## src/logic/spfr_defines.svh

```systemverilog
// spfr_defines.svh: constants of the service panel fault recall / test block
// assumes a 100 MHz system clock; times are in milliseconds
`ifndef SPFR_DEFINES_SVH
`define SPFR_DEFINES_SVH

// ----------------------------------------------------------------------------
// timing
// ----------------------------------------------------------------------------
`define SPFR_CLK_MHZ      100
`define SPFR_DEBOUNCE_MS  20
`define SPFR_FLASH_MS     250
`define SPFR_CYCLE_MS     1000

// ----------------------------------------------------------------------------
// fault store and display
// ----------------------------------------------------------------------------
`define SPFR_DEPTH        8
`define SPFR_DEPTH_W      3
`define SPFR_CODE_PAUSE   4'h2
`define SPFR_REV_LETTER   8'h41

// ----------------------------------------------------------------------------
// switch indices
// ----------------------------------------------------------------------------
`define SPFR_SW_HORN      0
`define SPFR_SW_PAD       1

`endif

```

## src/logic/spfr_pkg.sv

```systemverilog
// spfr_pkg.sv: types of the service panel fault recall / test block
// assumes spfr_defines.svh is on the include path
`include "spfr_defines.svh"

package spfr_pkg;

  // --------------------------------------------------------------------------
  // control states, one-hot
  // --------------------------------------------------------------------------
  typedef enum logic [9:0] {
    ST_OFF       = 10'h001,
    ST_PROMPT    = 10'h002,
    ST_MENU_FR   = 10'h004,
    ST_MENU_TEST = 10'h008,
    ST_FR_REV    = 10'h010,
    ST_FR_CODES  = 10'h020,
    ST_FR_ERASE  = 10'h040,
    ST_FR_NONE   = 10'h080,
    ST_TEST      = 10'h100,
    ST_RUN       = 10'h200
  } spfr_state_t;

  // --------------------------------------------------------------------------
  // what the status display shows
  // --------------------------------------------------------------------------
  typedef enum logic [3:0] {
    DSP_BLANK     = 4'h0,
    DSP_SELECT    = 4'h1,
    DSP_FR_ITEM   = 4'h2,
    DSP_TEST_ITEM = 4'h3,
    DSP_REV       = 4'h4,
    DSP_NONE      = 4'h5,
    DSP_ERR       = 4'h6,
    DSP_ERASE     = 4'h7,
    DSP_VOLT      = 4'h8,
    DSP_OC        = 4'h9
  } spfr_disp_t;

  typedef struct packed {
    spfr_disp_t  sel;
    logic [11:0] val;
    logic        seg_top;
    logic        seg_bot;
  } spfr_dsp_t;

  typedef struct packed {
    logic bat_red;
    logic bat_yel;
    logic bat_grn;
    logic horn_red;
    logic horn_grn;
    logic pad_red;
    logic pad_grn;
    logic ilk;
  } spfr_led_t;

  // --------------------------------------------------------------------------
  // whole module state
  // --------------------------------------------------------------------------
  typedef struct packed {
    spfr_state_t                   st;
    logic [1:0][31:0]              deb_cnt;
    logic [1:0]                    sw;
    logic [31:0]                   blink_cnt;
    logic                          blink;
    logic [3:0]                    pulse_cnt;
    logic [31:0]                   sec_cnt;
    logic [`SPFR_DEPTH_W-1:0]      idx;
    logic [`SPFR_DEPTH-1:0][7:0]   codes;
    logic [`SPFR_DEPTH-1:0]        valid;
    logic [`SPFR_DEPTH-1:0]        active;
    logic [1:0]                    act_st;
    logic                          pad_mot;
    logic                          act_on;
    logic                          act_dn;
    spfr_dsp_t                     dsp;
    spfr_led_t                     led;
  } spfr_s_t;

endpackage : spfr_pkg

```

## src/logic/spfr_panel.sv

```systemverilog
// spfr_panel.sv: front-panel service logic, menu, fault recall and test mode
// assumes synchronous inputs, 100 MHz clock, fault events as one-cycle pulses
//
// Overview of operation
// horn held at key-on enters menu; prompt scrolls until horn released
// first item is fault recall; pad press there enters fault recall
// fault recall first shows error prefix with board revision letter
// detected faults are shown and stored for the next session
// after pad release show none if store empty, else stored codes
// horn shows erase prompt; second horn erases, pad returns to codes
// only key-off leaves a service mode
// horn on recall item advances to test item; pad enters test mode
// red battery indicator follows speed controller reverse signal
// yellow battery indicator follows forward/reverse signal
// green indicator follows status, flashes controller fault code on fault
// without over-current, display shows battery voltage to 0.15 V
// top segment lit while interlock open, flashing if actuator commanded
// bottom segment lit while seat switch closed
// over-current shows E plus two-digit code instead of voltage
// each horn press and release toggles pad motor output
// horn led off/green when consistent, flashing red on mismatch
// each pad press steps actuator off-up, on-down, off-down, on-up
// actuator inhibited while interlock open; commanded on flashes both leds
// off states: pad led dark, flashing red/green if current sensed
// on-down: steady green with current, flashing green without
// on-up: steady red with current, flashing red without
// normal operation cycles active error codes once per second
// switches debounced, one step per press and release
// error store persists across key cycles until erased
`timescale 1ns/100ps
`default_nettype none
`include "spfr_defines.svh"

module spfr_panel
  import spfr_pkg::*;
#(
  parameter int unsigned DEB_CYCLES   = `SPFR_DEBOUNCE_MS * 1000 * `SPFR_CLK_MHZ,
  parameter int unsigned FLASH_CYCLES = `SPFR_FLASH_MS * 1000 * `SPFR_CLK_MHZ,
  parameter int unsigned CYCLE_CYCLES = `SPFR_CYCLE_MS * 1000 * `SPFR_CLK_MHZ,
  parameter logic [7:0]  REV_LETTER   = `SPFR_REV_LETTER
) (
  // clock and reset
  input  wire logic        i_sys_clk,
  input  wire logic        i_rst,
  // operator switches
  input  wire logic        i_key_on,
  input  wire logic        i_horn_sw,
  input  wire logic        i_pad_sw,
  // speed controller
  input  wire logic        i_sc_rev,
  input  wire logic        i_sc_fwdrev,
  input  wire logic        i_sc_status,
  input  wire logic        i_sc_fault,
  input  wire logic [3:0]  i_sc_fault_code,
  // machine sensing
  input  wire logic        i_interlock_open,
  input  wire logic        i_seat_closed,
  input  wire logic        i_pad_current,
  input  wire logic        i_act_current,
  input  wire logic [11:0] i_batt_volt_bcd,
  input  wire logic        i_oc_fault,
  input  wire logic [7:0]  i_oc_code_bcd,
  input  wire logic        i_fault_valid,
  input  wire logic [7:0]  i_fault_code,
  // display
  output logic [3:0]       o_disp_sel,
  output logic [11:0]      o_disp_val,
  output logic             o_seg_top,
  output logic             o_seg_bot,
  // indicators
  output spfr_led_t        o_led,
  // outputs to the machine
  output logic             o_pad_motor_on,
  output logic             o_act_on,
  output logic             o_act_down
);

  spfr_s_t s_q;
  spfr_s_t s_d;

  // --------------------------------------------------------------------------
  // helper: next set bit after cur in a cyclic mask
  // --------------------------------------------------------------------------
  function automatic logic [`SPFR_DEPTH_W-1:0] next_idx(
    input logic [`SPFR_DEPTH-1:0]   mask,
    input logic [`SPFR_DEPTH_W-1:0] cur
  );
    logic [`SPFR_DEPTH_W-1:0] r;
    logic                     hit;
    logic [`SPFR_DEPTH_W-1:0] j;
    r   = cur;
    hit = 1'b0;
    for (int i = 1; i <= `SPFR_DEPTH; i++) begin
      j = cur + i[`SPFR_DEPTH_W-1:0];
      if (!hit && mask[j]) begin
        r   = j;
        hit = 1'b1;
      end
    end
    return r;
  endfunction : next_idx

  // --------------------------------------------------------------------------
  // next state
  // --------------------------------------------------------------------------
  logic [1:0] raw;
  logic [1:0] press;
  logic [1:0] rel;
  logic       tick;
  logic       found;
  logic       cmd_on;
  logic [`SPFR_DEPTH-1:0] mask;

  always_comb begin
    s_d   = s_q;
    raw   = {i_pad_sw, i_horn_sw};
    found = 1'b0;

    // switch debounce, one event per press and per release
    for (int k = 0; k < 2; k++) begin
      if (raw[k] == s_q.sw[k]) begin
        s_d.deb_cnt[k] = '0;
      end else if (s_q.deb_cnt[k] >= DEB_CYCLES - 1) begin
        s_d.deb_cnt[k] = '0;
        s_d.sw[k]      = raw[k];
      end else begin
        s_d.deb_cnt[k] = s_q.deb_cnt[k] + 32'h1;
      end
    end
    press = s_d.sw & ~s_q.sw;
    rel   = ~s_d.sw & s_q.sw;

    // flash phase and controller code pulse count
    if (s_q.blink_cnt >= FLASH_CYCLES - 1) begin
      s_d.blink_cnt = '0;
      s_d.blink     = ~s_q.blink;
      if (s_q.blink) begin
        if (s_q.pulse_cnt >= i_sc_fault_code + `SPFR_CODE_PAUSE) begin
          s_d.pulse_cnt = '0;
        end else begin
          s_d.pulse_cnt = s_q.pulse_cnt + 4'h1;
        end
      end
    end else begin
      s_d.blink_cnt = s_q.blink_cnt + 32'h1;
    end

    // once-a-second tick for code cycling
    tick = 1'b0;
    if (s_q.sec_cnt >= CYCLE_CYCLES - 1) begin
      s_d.sec_cnt = '0;
      tick        = 1'b1;
    end else begin
      s_d.sec_cnt = s_q.sec_cnt + 32'h1;
    end

    mask = (s_q.st == ST_RUN) ? s_q.active : s_q.valid;
    if (tick) begin
      s_d.idx = next_idx(mask, s_q.idx);
    end

    // control sequence
    unique case (s_q.st)
      ST_OFF: begin
        s_d.active  = '0;
        s_d.pad_mot = 1'b0;
        s_d.act_st  = 2'h0;
        if (i_key_on) begin
          s_d.st = i_horn_sw ? ST_PROMPT : ST_RUN;
        end
      end
      ST_PROMPT: begin
        if (!i_horn_sw && !s_d.sw[`SPFR_SW_HORN]) begin
          s_d.st = ST_MENU_FR;
        end
      end
      ST_MENU_FR: begin
        if (press[`SPFR_SW_PAD]) begin
          s_d.st = ST_FR_REV;
        end else if (rel[`SPFR_SW_HORN]) begin
          s_d.st = ST_MENU_TEST;
        end
      end
      ST_MENU_TEST: begin
        if (rel[`SPFR_SW_PAD]) begin
          s_d.st = ST_TEST;
        end
      end
      ST_FR_REV: begin
        if (rel[`SPFR_SW_PAD]) begin
          s_d.st  = (s_q.valid == '0) ? ST_FR_NONE : ST_FR_CODES;
          s_d.idx = next_idx(s_q.valid, {`SPFR_DEPTH_W{1'b1}});
        end
      end
      ST_FR_CODES: begin
        if (rel[`SPFR_SW_HORN]) begin
          s_d.st = ST_FR_ERASE;
        end
      end
      ST_FR_ERASE: begin
        if (rel[`SPFR_SW_HORN]) begin
          s_d.st     = ST_FR_NONE;
          s_d.valid  = '0;
          s_d.active = '0;
        end else if (rel[`SPFR_SW_PAD]) begin
          s_d.st = ST_FR_CODES;
        end
      end
      ST_FR_NONE: begin
        s_d.st = ST_FR_NONE;
      end
      ST_TEST: begin
        if (rel[`SPFR_SW_HORN]) begin
          s_d.pad_mot = ~s_q.pad_mot;
        end
        if (rel[`SPFR_SW_PAD]) begin
          s_d.act_st = s_q.act_st + 2'h1;
        end
      end
      ST_RUN: begin
        s_d.st = ST_RUN;
      end
    endcase
    if (!i_key_on) begin
      s_d.st = ST_OFF;
    end

    // fault capture after erase, so a fault in the erase cycle is kept
    if (i_key_on && i_fault_valid) begin
      for (int e = 0; e < `SPFR_DEPTH; e++) begin
        if (!found && s_d.valid[e] && s_d.codes[e] == i_fault_code) begin
          s_d.active[e] = 1'b1;
          found         = 1'b1;
        end
      end
      for (int e = 0; e < `SPFR_DEPTH; e++) begin
        if (!found && !s_d.valid[e]) begin
          s_d.valid[e]  = 1'b1;
          s_d.active[e] = 1'b1;
          s_d.codes[e]  = i_fault_code;
          found         = 1'b1;
        end
      end
    end

    // actuator: states 0 off-up, 1 on-down, 2 off-down, 3 on-up
    cmd_on     = (s_d.st == ST_TEST) && s_d.act_st[0];
    s_d.act_on = cmd_on && !i_interlock_open;
    s_d.act_dn = (s_d.st == ST_TEST) && (s_d.act_st == 2'h1 || s_d.act_st == 2'h2);
    if (s_d.st != ST_TEST) begin
      s_d.pad_mot = 1'b0;
    end

    // display
    s_d.dsp = '0;
    s_d.led = '0;
    unique case (s_d.st)
      ST_OFF: begin
        s_d.dsp.sel = DSP_BLANK;
      end
      ST_PROMPT: begin
        s_d.dsp.sel = DSP_SELECT;
      end
      ST_MENU_FR: begin
        s_d.dsp.sel = DSP_FR_ITEM;
      end
      ST_MENU_TEST: begin
        s_d.dsp.sel = DSP_TEST_ITEM;
      end
      ST_FR_REV: begin
        s_d.dsp.sel = DSP_REV;
        s_d.dsp.val = {4'h0, REV_LETTER};
      end
      ST_FR_CODES: begin
        s_d.dsp.sel = DSP_ERR;
        s_d.dsp.val = {4'h0, s_d.codes[s_d.idx]};
      end
      ST_FR_ERASE: begin
        s_d.dsp.sel = DSP_ERASE;
      end
      ST_FR_NONE: begin
        s_d.dsp.sel = DSP_NONE;
      end
      ST_TEST: begin
        if (i_oc_fault) begin
          s_d.dsp.sel = DSP_OC;
          s_d.dsp.val = {4'h0, i_oc_code_bcd};
        end else begin
          s_d.dsp.sel = DSP_VOLT;
          s_d.dsp.val = i_batt_volt_bcd;
        end
        s_d.dsp.seg_top = i_interlock_open && (!cmd_on || s_q.blink);
        s_d.dsp.seg_bot = i_seat_closed;
        s_d.led.bat_red = i_sc_rev;
        s_d.led.bat_yel = i_sc_fwdrev;
        s_d.led.bat_grn = i_sc_fault ? (s_q.blink && s_q.pulse_cnt < i_sc_fault_code)
                                     : i_sc_status;
        if (s_d.pad_mot != i_pad_current) begin
          s_d.led.horn_red = s_q.blink;
        end else begin
          s_d.led.horn_grn = s_d.pad_mot;
        end
        unique case (s_d.act_st)
          2'h0: s_d.led.pad_red = i_act_current && s_q.blink;
          2'h1: s_d.led.pad_grn = (i_act_current && !i_interlock_open) || s_q.blink;
          2'h2: s_d.led.pad_grn = i_act_current && s_q.blink;
          2'h3: s_d.led.pad_red = (i_act_current && !i_interlock_open) || s_q.blink;
        endcase
        s_d.led.ilk = cmd_on && i_interlock_open && s_q.blink;
      end
      ST_RUN: begin
        if (s_d.active != '0) begin
          s_d.dsp.sel = DSP_ERR;
          s_d.dsp.val = {4'h0, s_d.codes[s_d.active[s_d.idx] ? s_d.idx : next_idx(s_d.active, s_d.idx)]};
        end else begin
          s_d.dsp.sel = DSP_BLANK;
        end
      end
    endcase
  end

  // --------------------------------------------------------------------------
  // state register
  // --------------------------------------------------------------------------
  always_ff @(posedge i_sys_clk) begin
    if (i_rst) begin
      s_q    <= '0;
      s_q.st <= ST_OFF;
    end else begin
      s_q <= s_d;
    end
  end

  // --------------------------------------------------------------------------
  // outputs
  // --------------------------------------------------------------------------
  assign o_disp_sel     = s_q.dsp.sel;
  assign o_disp_val     = s_q.dsp.val;
  assign o_seg_top      = s_q.dsp.seg_top;
  assign o_seg_bot      = s_q.dsp.seg_bot;
  assign o_led          = s_q.led;
  assign o_pad_motor_on = s_q.pad_mot;
  assign o_act_on       = s_q.act_on;
  assign o_act_down     = s_q.act_dn;

endmodule : spfr_panel

`default_nettype wire

```

## config.mk

```make
export PLATFORM = sky130hd
export DESIGN_NAME = spfr_panel
export DESIGN_NICKNAME = d
export VERILOG_FILES = /design/src/logic/spfr_pkg.sv /design/src/logic/spfr_panel.sv
export VERILOG_INCLUDE_DIRS = /design/src /design/src/logic
export SDC_FILE = /design/constraint.sdc
export NUM_CORES = 1
export LEC_CHECK = 0
export ABC_AREA = 1
export BUFFER_PORTS_ARGS = -buffer_cell sky130_fd_sc_hd__buf_2
export CAP_MARGIN = 15
export CORE_MARGIN = 1
export CORE_UTILIZATION = 45
export CTS_CLUSTER_SIZE = 30
export DETAILED_ROUTE_END_ITERATION = 6
export PLACE_DENSITY = 0.76
export SYNTH_ARGS = -nofsm -noshare
export SYNTH_HDL_FRONTEND = slang
export SYNTH_SLANG_ARGS = --single-unit
```

## constraint.sdc

```tcl
create_clock -name i_sys_clk -period 4.9 [get_ports i_sys_clk]
set_clock_uncertainty 0.05 [all_clocks]
set_input_delay 1.47 -clock i_sys_clk [delete_from_list [all_inputs] [get_ports i_sys_clk]]
set_output_delay 1.47 -clock i_sys_clk [all_outputs]
set_load 0.05 [all_outputs]
```

==> results.cfg, run 1 <==
[outcome]
run_status = complete, no violations

[clock_network]
clockBufferDepth = 3
cts_tree = yes
cts_made_buffers = 30
clk_latency_ns = 0.59
cts-root-buf = clkbuf_16
path_clk_slew_ns = 0.06
clkSinkCount = 259
h-tree-depth = 1
holdBufCountCts = 0

[floorplanning]
die-height_um = 184
ios = 76
core_area_mm2 = 0.0325
initial_utilization_pct = 45.8
die-area_mm2 = 0.0338
num_rows = 66
fp.dieW_um = 184

[global_routing]
grt_pass1_vias = 14400
grt_pass1_wl_mm = 69.8
grt_use_total_pct = 25.3
grt_antenna_before_repair = 0
grt_max_degree = 57
gr-total-overflow = 0

[place]
dp.cells = 2862
pre_cts_slack_ns = -0.513
io_buffers = 75
dp_hpwl_mm = 31.8
gp_congestion = 0.952

[finish]
antenna_cells = 0
final_common_cell = nand2_1
fillers = 2914
synthToLayoutAreaGrowth_pct = 25.9
layout-drive-gt1-share_pct = 21.2
nets = 2551
mostFrequentLayoutCells = nand2_1, nor2_1, dfxtp_1
stdcell_count = 2947

[drt]
vias = 16000
drt_iter0_markers = 1627
wire_per_inst_um = 15.4
detail_route.vias_per_cell = 5.41
ant_nets = 0
first_pass_iters = 6
drt_wl_total_mm = 45.4
route.detailed.drc = 0

[hold_path]
min_path_cells = 1
worstHoldStart = s_q[114]
holdPathEnd = s_q[114]
hp-class = reg -> reg

[sta]
slew_headroom_pct = 50.7
slew_violations = 0
rsz0062_at_grt = true
finalHoldViolCount = 0
finalWorstSetupSlack_ns = 0.0649
finalCriticalPeriod_ns = 4.84
worst_pin_slew_ns = 0.739
setup_violations = 0
post-route-period-util_pct = 98.7
fmax_ghz = 0.207

[critical_path]
rr_endpoint = o_disp_val[0]
critical_path_required_ns = 5.36
critPathBufInv = 6
rr_startpoint = s_q[253]
reg2reg_setup_slack_ns = 0.09
startpoint_type = primary input
cp_slowest_cell = nor3_2
crit_fanout = 8
cp_top_family = simple AND/OR/NAND/NOR gates
endpoint_kind = flop
cp_slowest_stage_delay_ns = 0.28
rr_worst_depth = 39
critPathKind = in -> reg
crit_top_cell = nand3_2
arrival_ns = 5.29

[logic_synthesis]
synthCells = 2265
synth.avg_cell_area_um2 = 6.58
synth_warnings = 0
syn_area_mm2 = 0.0149
synth_flop_cell = dfxtp_1
ys_seq_area_share_pct = 34.8
ys_seq_elements = 259
synthArstFlopShare_pct = 0
synth_edf_count = 0
ys_types = 65

[flow_run]
max-cap-violations = 0
[registers in the layout (all words and copies together) (netlist names)]
name and count:
s_q 230, o_seg_top 1, o_led 8, o_disp_val 12
o_disp_sel 4, o_act_down 1, o_pad_motor_on 1, o_seg_bot 1
o_act_on 1
[kinds of logic (layout without fill, tap and decap cells)]
kind of cell    after synthesis  in the layout  synth area share [%]
xor+xnor                     57             57                  3.40
flops                       259            259                  34.8
compound gates              288            288                  11.1
buf+inv                     369            575                  10.4
simple gates               1270           1271                  38.5
fa+ha+maj                    21             21                  1.76
other cells                   1             34                0.0252
[cell usage after synthesis (3+ instances only)]
| cell | instances | share of area (%) |
|---|---|---|
| buf_6 | 6 | 0.45 |
| inv_2 | 8 | 0.20 |
| a211oi_1 | 7 | 0.35 |
| nand4_2 | 3 | 0.25 |
| a311oi_1 | 4 | 0.24 |
| buf_2 | 14 | 0.47 |
| or2_2 | 21 | 0.88 |
| nor3b_1 | 16 | 0.81 |
| xnor2_1 | 30 | 1.8 |
| o22ai_1 | 7 | 0.29 |
| nor2_4 | 4 | 0.30 |
| a31oi_1 | 6 | 0.25 |
| nand3b_1 | 5 | 0.25 |
| nor3_1 | 64 | 2.2 |
| buf_1 | 4 | 0.10 |
| ha_1 | 21 | 1.8 |
| o211ai_1 | 13 | 0.66 |
| nand4_1 | 43 | 1.8 |
| nand2_2 | 14 | 0.59 |
| and3_1 | 3 | 0.13 |
| nand3_1 | 250 | 8.4 |
| o21a_1 | 6 | 0.30 |
| o221ai_1 | 3 | 0.18 |
| clkinv_1 | 7 | 0.18 |
| o21ai_0 | 120 | 4.0 |
| nand2_1 | 459 | 12 |
| nand3_2 | 8 | 0.54 |
| nor2_2 | 11 | 0.46 |
| dfxtp_1 | 259 | 35 |
| clkbuf_1 | 47 | 1.2 |
| buf_4 | 26 | 1.3 |
| o2111ai_1 | 3 | 0.18 |
| nor2_1 | 335 | 8.4 |
| inv_1 | 256 | 6.5 |
| nand2_4 | 6 | 0.45 |
| nor4_1 | 23 | 0.97 |
| xor2_1 | 26 | 1.5 |
| a21oi_1 | 94 | 3.2 |
[metal layers]
layer / track usage, % / share of wire, % / wire [µm]
met1: 32.9 / 42 / 18900
met2: 41.9 / 45 / 20600
met3: 4.28 / 9.4 / 4280
met4: 9.33 / 3.7 / 1670
met5: 0 / 0 / 0
[through the flow]
stage | utilization (%) | setup TNS [ns] | hold WS [ns] | cell area, µm²
6_report | 57.7 | 0 | 0.399 | 18800
4_1_cts | 54.3 | 0 | 0.403 | 17700
5_1_grt | 57.7 | -1.13 | 0.433 | 18800
3_5_place_dp | 51.1 | -4.22 | 0.389 | 16600
3_3_place_gp | 51.1 | -3.66 | 0.378 | 16600
2_1_floorplan | - | 0 | 0.368 | 15000
[cell type report]
type | instances | area [µm²] | share of cell area, %
flip-flops and latches | 259 | 5190 | 27.7
well taps | 442 | 553 | 2.95
inverters | 272 | 1040 | 5.54
multi-input cells | 1671 | 9020 | 48.1
clock inverters | 15 | 161 | 0.860
repair buffers | 249 | 1950 | 10.4
clock buffers | 39 | 845 | 4.50
[worst max path at each step]
stage	start	to	depth (start not counted)
floorplan	i_pad_sw	o_disp_val[5]	26
global placement	i_fault_code[0]	o_disp_val[0]	34
detailed placement	i_fault_code[7]	o_disp_val[6]	32
CTS	s_q[254]	o_disp_val[6]	37
global route	s_q[250]	o_disp_val[1]	37
finish	i_fault_code[7]	o_disp_val[2]	31
[timing repair]
item	4_1_cts	5_1_grt
endpoints found under the hold margin	0	0
gates resized for setup	4	190
endpoints found under the setup margin	1	14
buffers inserted	0	26
pin swaps	0	73
gates cloned	0	6
Power of run 1 is not shown: default switching activity piles up to over one toggle a cycle in this logic, so the estimate is an artifact.
==> run 2: changes to the inputs <==
--- a/config.mk
+++ b/config.mk
@@ -9,11 +9,13 @@
 export ABC_AREA = 1
 export BUFFER_PORTS_ARGS = -buffer_cell sky130_fd_sc_hd__buf_2
 export CAP_MARGIN = 15
+export CORE_ASPECT_RATIO = 1.4
 export CORE_MARGIN = 1
 export CORE_UTILIZATION = 45
 export CTS_CLUSTER_SIZE = 30
 export DETAILED_ROUTE_END_ITERATION = 6
 export PLACE_DENSITY = 0.76
+export REMOVE_ABC_BUFFERS = 1
 export SYNTH_ARGS = -nofsm -noshare
 export SYNTH_HDL_FRONTEND = slang
 export SYNTH_SLANG_ARGS = --single-unit
==> run 2 against run 1 <==
Via count decreased by 0.27%. Sequential cell count unchanged. Worst setup slack better by 0.014 ns. Cell area up 0.14%. Sequential share of layout area is essentially flat. Utilization grew 0.15 points. Clock-buffer cell count decreased by 4. Final cell count increased by 1.1%. Critical endpoint is now o_disp_val[0]. Highest routed layer unchanged.
==> results.cfg, run 2 (synthesis results as in run 1) <==
[outcome]
run_status = complete, no violations

[global_routing]
grt_antenna_before_repair = 0
grt_max_degree = 66
grt_pass1_wl_mm = 71.9
grt_pass1_vias = 15000
grt_use_total_pct = 26.4
gr-total-overflow = 0

[sta]
setup_violations = 0
worst_pin_slew_ns = 0.743
slew_violations = 0
finalCriticalPeriod_ns = 4.82
slew_headroom_pct = 50.5
rsz0062_at_grt = true
fmax_ghz = 0.207
post-route-period-util_pct = 98.4
finalHoldViolCount = 0
holdWs_ns = 0.398

[flow_run]
max-cap-violations = 0

[clock_network]
path_clk_slew_ns = 0.06
h-tree-depth = 1
cts_made_buffers = 27
cts_tree = yes
cts-root-buf = clkbuf_16
holdBufCountCts = 0
clockBufferDepth = 3
clkSinkCount = 259
clk_latency_ns = 0.58

[drt]
vias = 15900
drt_wl_total_mm = 46.2
drt_iter0_markers = 1334
route.detailed.drc = 0
detail_route.vias_per_cell = 5.34
first_pass_iters = 7
wire_per_inst_um = 15.5
ant_nets = 0

[place]
io_buffers = 75
dp_hpwl_mm = 33.2
gp_congestion = 0.980
dp.cells = 2903

[floorplanning]
ios = 76
core_area_mm2 = 0.0325
initial_utilization_pct = 45.8
num_rows = 78
fp.dieW_um = 156
die-height_um = 217
die-area_mm2 = 0.0338

[finish]
top_register = s_q
final_common_cell = nand2_1
synthToLayoutAreaGrowth_pct = 26.1
nets = 2587
fin_util_pct = 57.8
fillers = 2991
mostFrequentLayoutCells = nand2_1, nor2_1, dfxtp_1
layout-drive-gt1-share_pct = 21.5
seq_area_mm2 = 0.00519
antenna_cells = 0
largest_register_ffs = 230
stdcell_count = 2979
multi_input_comb_area_mm2 = 0.00889

[critical_path]
startpoint_type = primary input
critPathKind = in -> reg
cp_slowest_stage_delay_ns = 0.27
critical_path_required_ns = 5.29
arrival_ns = 5.21
crit_fanout = 16
rr_startpoint = s_q[250]
endpoint_kind = flop
worstSetupStartpoint = i_fault_code[1]
cp_slowest_cell = xor2_1

[hold_path]
hp-class = reg -> reg
worstHoldStart = s_q[185]
[run 2: changes by cell type in the layout (fill, tap and decap cells not counted), moves of 4 or more]
cell | before | now
buf_12 | 11 | 7
nand3_4 | 9 | 2
xor2_2 | 1 | 5
buf_4 | 153 | 198
nand3_1 | 186 | 209
xor2_1 | 26 | 22
bufinv_16 | 2 | 6
clkinv_2 | 8 | 4
clkbuf_16 | 34 | 29
nand3_2 | 65 | 49
[run 2: worst max-delay path: cells and delay by family]
kind,cells,cell delay [ns]
compound gates,1,0.05
xor+xnor,1,0.27
buf+inv,4,0.46
simple gates,29,2.95
[run 2: metrics by stage]
step | worst slack (ns) | setup TNS (ns) | cell area, µm²
after floorplan | -0.405 | -3.04 | 14500
after global placement | -0.597 | -4.51 | 16900
after detailed placement | -0.596 | -4.44 | 16900
after CTS | 0.0373 | 0 | 17900
after global routing | -0.157 | -0.902 | 18800
final | 0.0785 | 0 | 18800
[run 2: repair_timing]
action | 4_1_cts | 5_1_grt
resized for setup | 3 | 157
setup buffers | 0 | 22
endpoints found under the setup margin | 8 | 8
pin swaps | 0 | 77
cloned | 0 | 5
[run 2: path summary, 6_finish.rpt]
path	end	slack, ns	cells past startpoint
worst max-delay path	o_disp_val[0]	0.08	35
worst min-delay path	s_q[185]	0.40	1
worst max register to register	o_disp_val[0]	0.18	38
worst min register to register	s_q[185]	0.40	1
[run 2: cell type report]
class                      count  share of cell area (%)
tap                          440                    2.93
multi-input combinational   1672                    47.3
clock inverter                14                    1.30
clock buffer                  35                    4.02
timing repair buffer         287                    11.3
inverter                     272                    5.48
sequential                   259                    27.6
[run 2: metal layers]
layer  global-route usage [%]  vias up  part of all wire, %
li1                         -     7853                    -
met1                     29.7     7307                   39
met2                     47.3      587                   49
met3                     3.29      167                  5.9
met4                     15.5        0                  6.0
met5                        0        -                    0
Power of run 2 is left out for the same reason.
